**src/verilog/phc_pkg.sv**
```systemverilog
// shared constants and types of the pipeline hold and trap control
package phc_pkg;
   // ==========
   // timing
   localparam int TX_W       = 3;
   localparam int NX_W       = 4;
   localparam int CNT_W      = 3;
   // ==========
   // register map
   localparam logic [7:0] REG_CTRL   = 8'h00;
   localparam logic [7:0] REG_STATUS = 8'h04;
   localparam logic [7:0] REG_TRAPS  = 8'h08;
   localparam int CTRL_TRAP_EN  = 0;
   localparam int CTRL_SW_HOLD  = 1;
   localparam logic [1:0] CTRL_RESET = 2'h1;
   localparam logic [1:0] RESP_OKAY   = 2'h0;
   localparam logic [1:0] RESP_DECERR = 2'h3;
   localparam logic [7:0] ZERO_BYTE   = 8'h00;
   // ==========
   // microstep sequencer, gray along the usual path
   typedef enum logic [1:0] {
      MS_S7  = 2'h0,
      MS_S8  = 2'h1,
      MS_NX  = 2'h3
   } phc_step_e;
   // ==========
   // stage enables carried together
   typedef struct packed {
      logic latch;
      logic s8;
      logic s7;
      logic s6;
      logic s5;
      logic s4;
      logic s3;
      logic s2;
      logic s1;
   } phc_stage_en_s;
   localparam phc_stage_en_s EN_NONE = '0;
endpackage

```
**src/verilog/phc_ext_counter.sv**
```systemverilog
// whole-beat down counter for one microstep extension
module phc_ext_counter
   import phc_pkg::*;
#(
   parameter int W = CNT_W
) (
   input  wire logic         aclk,
   input  wire logic         aresetn,
   input  wire logic         ce,
   input  wire logic         load,
   input  wire logic [W-1:0] load_value,
   input  wire logic         dec,
   output logic              finished
);
   logic [W-1:0] count_reg;
   logic [W-1:0] count_next;
   logic         fin_reg;
   logic         fin_next;

   // ==========
   // next state
   always_comb begin
      count_next = count_reg;
      if (load) begin
         count_next = load_value;
      end else if (dec && count_reg != '0) begin
         count_next = count_reg - W'(1);
      end
      fin_next = (count_next == '0);
   end

   // ==========
   // registers; finished is a flop so stage gating sees no glitch
   always_ff @(posedge aclk) begin
      if (!aresetn) begin
         count_reg <= '0;
         fin_reg   <= 1'b1;
      end else if (ce) begin
         count_reg <= count_next;
         fin_reg   <= fin_next;
      end
   end

   assign finished = fin_reg;
endmodule

```
**src/verilog/phc_top.sv**
```systemverilog
// pipeline hold and trap control: step timing, holds, fetch traps
// Functional notes
// RQ1: even time extension delays latch and stage-8 clocks in whole beats
// RQ2: odd time extension adds delay in half-beat ticks
// RQ3: whole-beat extensions are down counters, loaded at stage 7
// RQ4: finished stays inactive until the counter reaches zero
// RQ5: odd part delays end-of-beat by one tick during stage 8
// RQ6: storage hold request suppresses every stage enable
// RQ7: storage unit holds from stage 7 while memory controller busy
// RQ8: storage unit holds through a cache miss
// RQ9: storage unit holds one beat for unaligned write
// RQ10: storage unit holds until read data valid arrives
// RQ11: storage unit holds through an unaligned read
// RQ12: storage unit flags fetch trap at stage-2 clock
// RQ13: trapped instruction never reaches execute, except pointer word
// RQ14: earlier fetched instructions finish before a trap is acted on
// RQ15: mispredict recovery overrides a pending fetch trap
// RQ16: trap taken only if still present when re-created
// RQ17: storage unit copies faulting fetch address into address register
// RQ18: fetch traps are taken from the idle microstep only
// RQ19: trap blocks stage 3, and stage 5 for unaligned second word
// RQ20: stage 1 and 2 keep running so the trap is re-latched
// RQ21: jump load of fetch pointer with flush clears a pending trap
// RQ22: storage unit freezes fetch pointer, starts no miss on trap
// RQ23: one tick is half a beat; time 0-6, next 0-8 even
// RQ24: zero extensions: stage 8 four ticks after latch, latch coincides
// RQ25: next extension delays next latch from stage 8
// RQ26: counters and half-beat delay cleared on reset
// RQ27: finished indications are registered
module phc_top
   import phc_pkg::*;
(
   input  wire logic            aclk,
   input  wire logic            aresetn,
   input  wire logic            ce,
   input  wire logic [TX_W-1:0] time_extension,
   input  wire logic [NX_W-1:0] next_step_extension,
   input  wire logic            storage_hold_request,
   input  wire logic            front_end_ready,
   input  wire logic            fetch_trap_flag,
   input  wire logic            trap_on_second_word,
   input  wire logic            address_pointer_word,
   input  wire logic            mispredict_recovery,
   input  wire logic            idle_microstep,
   input  wire logic            trap_still_present,
   input  wire logic            fetch_pointer_jump_load,
   output phc_stage_en_s        stage_en,
   output logic                 end_of_beat_enable,
   output logic                 time_ext_finished,
   output logic                 next_ext_finished,
   output logic                 fetch_trap_take,
   output logic                 execute_pass_ok,
   input  wire logic [7:0]      s_axi_awaddr,
   input  wire logic            s_axi_awvalid,
   output logic                 s_axi_awready,
   input  wire logic [31:0]     s_axi_wdata,
   input  wire logic [3:0]      s_axi_wstrb,
   input  wire logic            s_axi_wvalid,
   output logic                 s_axi_wready,
   output logic [1:0]           s_axi_bresp,
   output logic                 s_axi_bvalid,
   input  wire logic            s_axi_bready,
   input  wire logic [7:0]      s_axi_araddr,
   input  wire logic            s_axi_arvalid,
   output logic                 s_axi_arready,
   output logic [31:0]          s_axi_rdata,
   output logic [1:0]           s_axi_rresp,
   output logic                 s_axi_rvalid,
   input  wire logic            s_axi_rready
);
   // ==========
   // declarations
   phc_step_e     step_reg;
   phc_step_e     step_next;
   logic          phase_reg;
   logic          phase_next;
   logic          half_reg;
   logic          half_next;
   logic          tx_fin;
   logic          nx_fin;
   logic          go;
   logic          eob;
   logic          s7_fire;
   logic          s8_fire;
   logic          latch_fire;
   logic          fe_fire;
   logic          tx_dec;
   logic          nx_dec;
   phc_stage_en_s en_reg;
   phc_stage_en_s en_next;
   logic          eob_reg;
   logic          txf_reg;
   logic          nxf_reg;
   logic          pend_reg;
   logic          pend_next;
   logic          second_reg;
   logic          second_next;
   logic          take_reg;
   logic          take_next;
   logic          pass_reg;
   logic          pass_next;
   logic [1:0]    ctrl_reg;
   logic [1:0]    ctrl_next;
   logic [31:0]   traps_reg;
   logic [31:0]   traps_next;
   logic          awh_reg;
   logic          awh_next;
   logic          wh_reg;
   logic          wh_next;
   logic [7:0]    awa_reg;
   logic [7:0]    awa_next;
   logic [31:0]   wd_reg;
   logic [31:0]   wd_next;
   logic [3:0]    ws_reg;
   logic [3:0]    ws_next;
   logic          bv_reg;
   logic          bv_next;
   logic [1:0]    br_reg;
   logic [1:0]    br_next;
   logic          rv_reg;
   logic          rv_next;
   logic [31:0]   rd_reg;
   logic [31:0]   rd_next;
   logic [1:0]    rr_reg;
   logic [1:0]    rr_next;
   logic          do_write;

   function automatic logic mapped(input logic [7:0] a);
      mapped = (a == REG_CTRL) || (a == REG_STATUS) || (a == REG_TRAPS);
   endfunction

   // ==========
   // beat timing
   // a hold still lets ticks run: it inserts beats, it does not stop time
   assign go  = !storage_hold_request && !ctrl_reg[CTRL_SW_HOLD];  // [RQ6] [RQ7]
   // odd part of the time extension stretches the first stage-8 beat
   assign eob = phase_reg && !(half_reg && step_reg == MS_S8);     // [RQ5] [RQ2]

   always_comb begin
      phase_next = !phase_reg;
      half_next  = half_reg;
      if (phase_reg && half_reg && step_reg == MS_S8) begin
         phase_next = phase_reg; // [RQ2]
         half_next  = 1'b0;
      end
      if (s7_fire) begin
         half_next = time_extension[0]; // [RQ5]
      end
   end

   // ==========
   // microstep sequencer: latch, stage 7, stage 8, next extension
   assign s7_fire    = step_reg == MS_S7 && eob && go;
   assign s8_fire    = step_reg == MS_S8 && eob && go && tx_fin;   // [RQ1] [RQ4]
   // zero next extension: next latch coincides with stage 8
   assign latch_fire = (s8_fire && nx_fin)                         // [RQ24]
                    || (step_reg == MS_NX && eob && go && nx_fin); // [RQ25]
   assign tx_dec     = step_reg == MS_S8 && eob && go;             // [RQ3]
   // the first whole beat of the next extension starts at stage 8 itself
   assign nx_dec     = s8_fire || (step_reg == MS_NX && eob && go); // [RQ3] [RQ25]

   always_comb begin
      step_next = step_reg;
      case (step_reg)
         MS_S7: begin
            if (s7_fire) begin
               step_next = MS_S8;
            end
         end
         MS_S8: begin
            if (s8_fire) begin
               step_next = nx_fin ? MS_S7 : MS_NX;
            end
         end
         MS_NX: begin
            if (latch_fire) begin
               step_next = MS_S7;
            end
         end
         default: begin
            step_next = MS_NX;
         end
      endcase
   end

   // whole-beat parts: value halved; odd tick is handled above
   phc_ext_counter #(
      .W (CNT_W)
   ) u_tx_cnt (
      .aclk       (aclk),
      .aresetn    (aresetn),
      .ce         (ce),
      .load       (s7_fire), // [RQ3]
      .load_value (CNT_W'(time_extension >> 1)), // [RQ1] [RQ23]
      .dec        (tx_dec),
      .finished   (tx_fin)
   );

   // next extension is only even, so its low bit is ignored
   phc_ext_counter #(
      .W (CNT_W)
   ) u_nx_cnt (
      .aclk       (aclk),
      .aresetn    (aresetn),
      .ce         (ce),
      .load       (s7_fire), // [RQ3]
      .load_value (CNT_W'(next_step_extension >> 1)), // [RQ23]
      .dec        (nx_dec),
      .finished   (nx_fin)
   );

   // ==========
   // fetch trap handling
   assign fe_fire = front_end_ready && eob && go;

   always_comb begin
      pend_next   = pend_reg;
      second_next = second_reg;
      take_next   = 1'b0;
      // each stage-2 retry re-latches the flag from the storage unit
      if (fe_fire) begin
         pend_next   = fetch_trap_flag && ctrl_reg[CTRL_TRAP_EN];  // [RQ20]
         second_next = fetch_trap_flag && trap_on_second_word;
      end
      // drained front end: only completed work remains ahead
      if (pend_reg && idle_microstep && eob && go) begin           // [RQ18] [RQ14]
         take_next   = trap_still_present;                         // [RQ16]
         pend_next   = 1'b0;
         second_next = 1'b0;
      end
      if (mispredict_recovery || fetch_pointer_jump_load) begin
         pend_next   = 1'b0;                                       // [RQ15] [RQ21]
         second_next = 1'b0;
         take_next   = 1'b0;
      end
      pass_next = !pend_next || address_pointer_word;              // [RQ13]
   end

   // ==========
   // stage enables
   always_comb begin
      en_next       = EN_NONE;
      en_next.s1    = fe_fire; // [RQ20]
      en_next.s2    = fe_fire; // [RQ20]
      en_next.s3    = fe_fire && !pend_reg; // [RQ19]
      en_next.s4    = fe_fire;
      en_next.s5    = fe_fire && !(pend_reg && second_reg); // [RQ19]
      en_next.s6    = fe_fire;
      en_next.s7    = s7_fire;
      en_next.s8    = s8_fire; // [RQ1]
      en_next.latch = latch_fire; // [RQ1] [RQ25]
   end

   // ==========
   // register bus slave
   assign do_write = awh_reg && wh_reg && !bv_reg;

   always_comb begin
      awh_next   = awh_reg;
      wh_next    = wh_reg;
      awa_next   = awa_reg;
      wd_next    = wd_reg;
      ws_next    = ws_reg;
      bv_next    = bv_reg;
      br_next    = br_reg;
      rv_next    = rv_reg;
      rd_next    = rd_reg;
      rr_next    = rr_reg;
      ctrl_next  = ctrl_reg;
      traps_next = traps_reg;
      if (s_axi_awvalid && s_axi_awready) begin
         awh_next = 1'b1;
         awa_next = s_axi_awaddr;
      end
      if (s_axi_wvalid && s_axi_wready) begin
         wh_next = 1'b1;
         wd_next = s_axi_wdata;
         ws_next = s_axi_wstrb;
      end
      if (do_write) begin
         awh_next = 1'b0;
         wh_next  = 1'b0;
         bv_next  = 1'b1;
         br_next  = mapped(awa_reg) ? RESP_OKAY : RESP_DECERR;
         if (awa_reg == REG_CTRL && ws_reg[0]) begin
            ctrl_next = wd_reg[1:0];
         end
         if (awa_reg == REG_TRAPS && ws_reg != '0) begin
            traps_next = '0;
         end
      end
      // a take in the clearing cycle still counts
      if (take_reg) begin
         traps_next = traps_next + 32'h1;
      end
      if (bv_reg && s_axi_bready) begin
         bv_next = 1'b0;
      end
      if (s_axi_arvalid && s_axi_arready) begin
         rv_next = 1'b1;
         rr_next = mapped(s_axi_araddr) ? RESP_OKAY : RESP_DECERR;
         case (s_axi_araddr)
            REG_CTRL:   rd_next = {30'h0, ctrl_reg};
            REG_STATUS: rd_next = {24'h0, ZERO_BYTE[7:7], step_reg,
                                   second_reg, pend_reg, phase_reg,
                                   nxf_reg, txf_reg};
            REG_TRAPS:  rd_next = traps_reg;
            default:    rd_next = 32'h0;
         endcase
      end else if (rv_reg && s_axi_rready) begin
         rv_next = 1'b0;
      end
   end

   // ==========
   // registers
   always_ff @(posedge aclk) begin
      if (!aresetn) begin
         step_reg   <= MS_NX;
         phase_reg  <= 1'b0;
         half_reg   <= 1'b0;                                       // [RQ26]
         en_reg     <= EN_NONE;
         eob_reg    <= 1'b0;
         txf_reg    <= 1'b1;
         nxf_reg    <= 1'b1;
         pend_reg   <= 1'b0;
         second_reg <= 1'b0;
         take_reg   <= 1'b0;
         pass_reg   <= 1'b1;
         ctrl_reg   <= CTRL_RESET;
         traps_reg  <= 32'h0;
         awh_reg    <= 1'b0;
         wh_reg     <= 1'b0;
         awa_reg    <= 8'h00;
         wd_reg     <= 32'h0;
         ws_reg     <= 4'h0;
         bv_reg     <= 1'b0;
         br_reg     <= RESP_OKAY;
         rv_reg     <= 1'b0;
         rd_reg     <= 32'h0;
         rr_reg     <= RESP_OKAY;
      end else if (ce) begin
         step_reg   <= step_next;
         phase_reg  <= phase_next;
         half_reg   <= half_next;
         en_reg     <= en_next;
         eob_reg    <= eob;
         txf_reg    <= tx_fin;                                     // [RQ27]
         nxf_reg    <= nx_fin;                                     // [RQ27]
         pend_reg   <= pend_next;
         second_reg <= second_next;
         take_reg   <= take_next;
         pass_reg   <= pass_next;
         ctrl_reg   <= ctrl_next;
         traps_reg  <= traps_next;
         awh_reg    <= awh_next;
         wh_reg     <= wh_next;
         awa_reg    <= awa_next;
         wd_reg     <= wd_next;
         ws_reg     <= ws_next;
         bv_reg     <= bv_next;
         br_reg     <= br_next;
         rv_reg     <= rv_next;
         rd_reg     <= rd_next;
         rr_reg     <= rr_next;
      end
   end

   // ==========
   // outputs
   assign stage_en           = en_reg;
   assign end_of_beat_enable = eob_reg;
   assign time_ext_finished  = txf_reg;
   assign next_ext_finished  = nxf_reg;
   assign fetch_trap_take    = take_reg;
   assign execute_pass_ok    = pass_reg;
   // ready flops: taken once, then closed until the response is gone
   always_ff @(posedge aclk) begin
      if (!aresetn) begin
         s_axi_awready <= 1'b0;
         s_axi_wready  <= 1'b0;
         s_axi_arready <= 1'b0;
      end else if (ce) begin
         s_axi_awready <= !awh_next && !bv_next && !(s_axi_awvalid && s_axi_awready);
         s_axi_wready  <= !wh_next && !bv_next && !(s_axi_wvalid && s_axi_wready);
         s_axi_arready <= !rv_next && !(s_axi_arvalid && s_axi_arready);
      end
   end
   assign s_axi_bvalid = bv_reg;
   assign s_axi_bresp  = br_reg;
   assign s_axi_rvalid = rv_reg;
   assign s_axi_rdata  = rd_reg;
   assign s_axi_rresp  = rr_reg;
endmodule

```
**config.mk**
```make
export PLATFORM = sky130hd
export DESIGN_NAME = phc_top
export DESIGN_NICKNAME = d
export VERILOG_FILES = /design/src/verilog/phc_pkg.sv /design/src/verilog/phc_ext_counter.sv /design/src/verilog/phc_top.sv
export SDC_FILE = /design/constraint.sdc
export NUM_CORES = 1
export LEC_CHECK = 0
export BUFFER_PORTS_ARGS = -buffer_cell sky130_fd_sc_hd__buf_2
export CORE_MARGIN = 1.5
export CORE_UTILIZATION = 30
export CTS_BUF_LIST = sky130_fd_sc_hd__clkbuf_2 sky130_fd_sc_hd__clkbuf_4 sky130_fd_sc_hd__clkbuf_8
export DETAILED_ROUTE_END_ITERATION = 10
export PLACE_DENSITY = 0.56
export SETUP_SLACK_MARGIN = 0.05
export SLEW_MARGIN = 20
export SYNTH_ARGS = -nofsm -noshare
export SYNTH_HDL_FRONTEND = slang
export SYNTH_SLANG_ARGS = --single-unit
```
**constraint.sdc**
```tcl
create_clock -name aclk -period 8.3 [get_ports aclk]
set_input_delay 1.66 -clock aclk [delete_from_list [all_inputs] [get_ports aclk]]
set_output_delay 1.66 -clock aclk [all_outputs]
set_load 0.01 [all_outputs]
```
==> flow_metrics.env <==
export IMPL_avgSynthCellArea_um2=8.39
export IMPL_min_path_type="reg -> reg"
export IMPL_ctsRootBufferMaster="clkbuf_8"
export IMPL_rrSetupSlack_ns=4.20
export IMPL_fill_cells=1707
export IMPL_grt_pass1_wl_um=23000
export IMPL_place_inst=902
export IMPL_ios=131
export IMPL_regArea_mm2=0.00228
export IMPL_critPathKind="reg -> reg"
export IMPL_synth_xor_area_frac=0.00169
export IMPL_async_flop_share=0
export IMPL_start_kind="flop"
export IMPL_detailed_place_hpwl_um=9830
export IMPL_drt_pass1_iter_count=5
export IMPL_layout_commonest_cell="dfxtp_1"
export IMPL_die_h_um=135
export IMPL_yosysWarnings=0
export IMPL_portBuffers=99
export IMPL_ir_drop_v=0.000101
export IMPL_maxSlewHeadroom=0.376
export IMPL_outcome="finished, final reports clean"
export IMPL_crit_required_ns=8.67
export IMPL_yosys_top_cells_area="dfxtp_1, a21oi_1, nor2_1, a22oi_1, mux2i_1"
export IMPL_ys_ff_latch=114
export IMPL_path_delay_family="simple AND/OR/NAND/NOR gates"
export IMPL_post_dp_cell_area_mm2=0.00585
export IMPL_cts_tree="yes"
export IMPL_synth_top_area_cell="dfxtp_1"
export IMPL_rsz0062_at_grt="false"
export IMPL_cts_resized=0
export IMPL_drt_iter0_markers=316
export IMPL_cts_made_buffers=17
export IMPL_critPathCaptureType="flop"
export IMPL_synthFlopType="dfxtp_1"
export IMPL_cts_hold_buffers=0
export IMPL_synth_top_area_share=0.439
export IMPL_arrival_ns=4.47
export IMPL_multi_input_area_mm2=0.00265
export IMPL_core_area_mm2=0.0168
export IMPL_dieArea_mm2=0.0181
export IMPL_synth_top_family_by_area="compound AO/OA/AOI/OAI gates"
export IMPL_fin_crit_ns=4.10
export IMPL_fin_cells=933
export IMPL_grt_overflow=0
export IMPL_dr_total_vias=4898
export IMPL_grt_pass1_vias=4636
export IMPL_nNetsFinal=782
export IMPL_drc=0
export IMPL_cts_sinks=114
export IMPL_vias_per_cell=5.25
export IMPL_final_antenna_net_count=0
export IMPL_synth_mux_area_frac=0.0405
export IMPL_syn2layout_area_growth_pct=19.8
export IMPL_worstPathCellList="or4_1 -> and3_1 -> nand2_1 -> and2_1 -> ha_1 -> nand4_1 -> nor4_2 -> o2111ai_2 -> or3_1 -> a21oi_1"
export IMPL_place_gp_congestion=0.827
export IMPL_synth_compound_area_frac=0.250
export IMPL_max_freq_mhz=244
export IMPL_crit_fanout=17
export IMPL_tightest_slew_ns=0.934
export IMPL_yosys_area_share_simple=0.204
export IMPL_start_util=0.310
export IMPL_drive_above_1_share=0.216
export IMPL_row_count=47
export IMPL_htreeDepth=4
export IMPL_clock_latency_ns=0.45
export IMPL_yosysSeqAreaShare=0.439
export IMPL_post_route_period_util=0.494
export IMPL_mostFrequentLayoutCells="dfxtp_1, buf_2, nor2_1"
export IMPL_p_leak_nw=2.43
export IMPL_clock_path_buffers=2
export IMPL_synthAdderAreaFrac=0.0120
export IMPL_critical_path_max_stage_delay_ns=0.57
export IMPL_path_buf_inv=0
export IMPL_antennaDiodeCount=0
export IMPL_tns_ns=0
export IMPL_fin_worst_skew_ns=0.0155
export IMPL_path_clk_slew_ns=0.07
export IMPL_cp_slowest_cell="nor4_2"
export IMPL_drt_total_wl_um=14300
export IMPL_synth_cells=619
export IMPL_avgRoutedWirePerCell_um=15.3
export IMPL_synthesis_nets=700
export IMPL_powerDensity_mw_per_mm2=182
export IMPL_synth_distinct_cells=62
export IMPL_finalHoldViolCount=0
export IMPL_antenna_found_initial=0
export IMPL_final_design_area_no_fill_mm2=0.00622
export IMPL_grt_max_degree=77
export IMPL_maxSlewViolCount=0
export IMPL_synth_area_mm2=0.00519
export IMPL_grtUsageTotal=0.160
export IMPL_final_setup_viol_count=0
export IMPL_synth_edff_count=0
export IMPL_die_x_um=135
export IMPL_drv_cap=0
export IMPL_postCtsSetupRepairBufs=0
-- worst min-delay path, stage by stage, from the launching register on --
cell,delay [ns]
dfxtp_1,0.31
nand2_1,0.05
a21oi_1,0.05
-- final timing paths --
| check | startpoint | to | cells past startpoint |
|---|---|---|---|
| hold / removal | awa_reg[5]$_SDFFE_PN0P_ | awa_reg[5]$_SDFFE_PN0P_ | 2 |
| hold reg to reg | awa_reg[5]$_SDFFE_PN0P_ | awa_reg[5]$_SDFFE_PN0P_ | 2 |
| setup reg to reg | ws_reg[0]$_SDFFE_PN0P_ | traps_reg[24]$_SDFFE_PN0P_ | 10 |
| setup / recovery | ws_reg[0]$_SDFFE_PN0P_ | traps_reg[24]$_SDFFE_PN0P_ | 10 |
-- synth_stat cells (5+ instances only) --
library cell,count
mux2i_1,21
inv_1,20
or3_1,5
ha_1,5
a21o_1,6
nor2_1,74
a311oi_1,7
buf_4,6
nand4_1,10
nand2_1,53
and3_1,7
or4_1,5
o211ai_1,11
o21ai_0,25
clkbuf_1,32
a31oi_1,6
a21oi_1,59
a211o_1,10
a22oi_1,36
a211oi_1,5
dfxtp_1,114
nor3_1,13
nand3_1,25
-- logic make-up (layout without fill, tap and decap cells) --
family | Yosys count | in the layout
mux | 21 | 21
compound gates | 192 | 192
flops | 114 | 114
fa+ha+maj | 5 | 5
buf+inv | 66 | 160
xor+xnor | 1 | 1
simple gates | 220 | 220
-- layout make-up --
type                       count  share of cell area
clock buffer                  20              0.0422
clock inverter                11              0.0183
tap                          220              0.0442
inverter                      22              0.0133
multi-input combinational    439               0.426
sequential                   114               0.367
timing repair buffer         107              0.0893
-- metrics by stage --
stage          hold WS [ns]  total power, mW  setup WS (ns)   util
2_1_floorplan         0.432            0.615           4.96      -
3_3_place_gp          0.445            0.642           4.22  0.349
3_5_place_dp          0.451            0.645           4.15  0.349
4_1_cts               0.461             1.15           4.23  0.371
5_1_grt               0.492             1.18           3.90  0.371
6_report              0.463             1.13           4.20  0.371
-- where the power goes --
group	internal [mW]	total [mW]	switching, mW	leakage [nW]
logic	0.0263	0.0718	0.0454	1.31
registers	0.554	0.561	0.00652	0.922
clock network	0.276	0.501	0.225	0.195
-- per-layer routing --
metal  share of wire  up-vias  track usage
li1                -     2437            -
met1            0.47     2321        0.205
met2            0.46      125        0.252
met3           0.054       15       0.0462
met4           0.016        0       0.0669
met5               0        -            0
(Power assumes the default switching activity.)
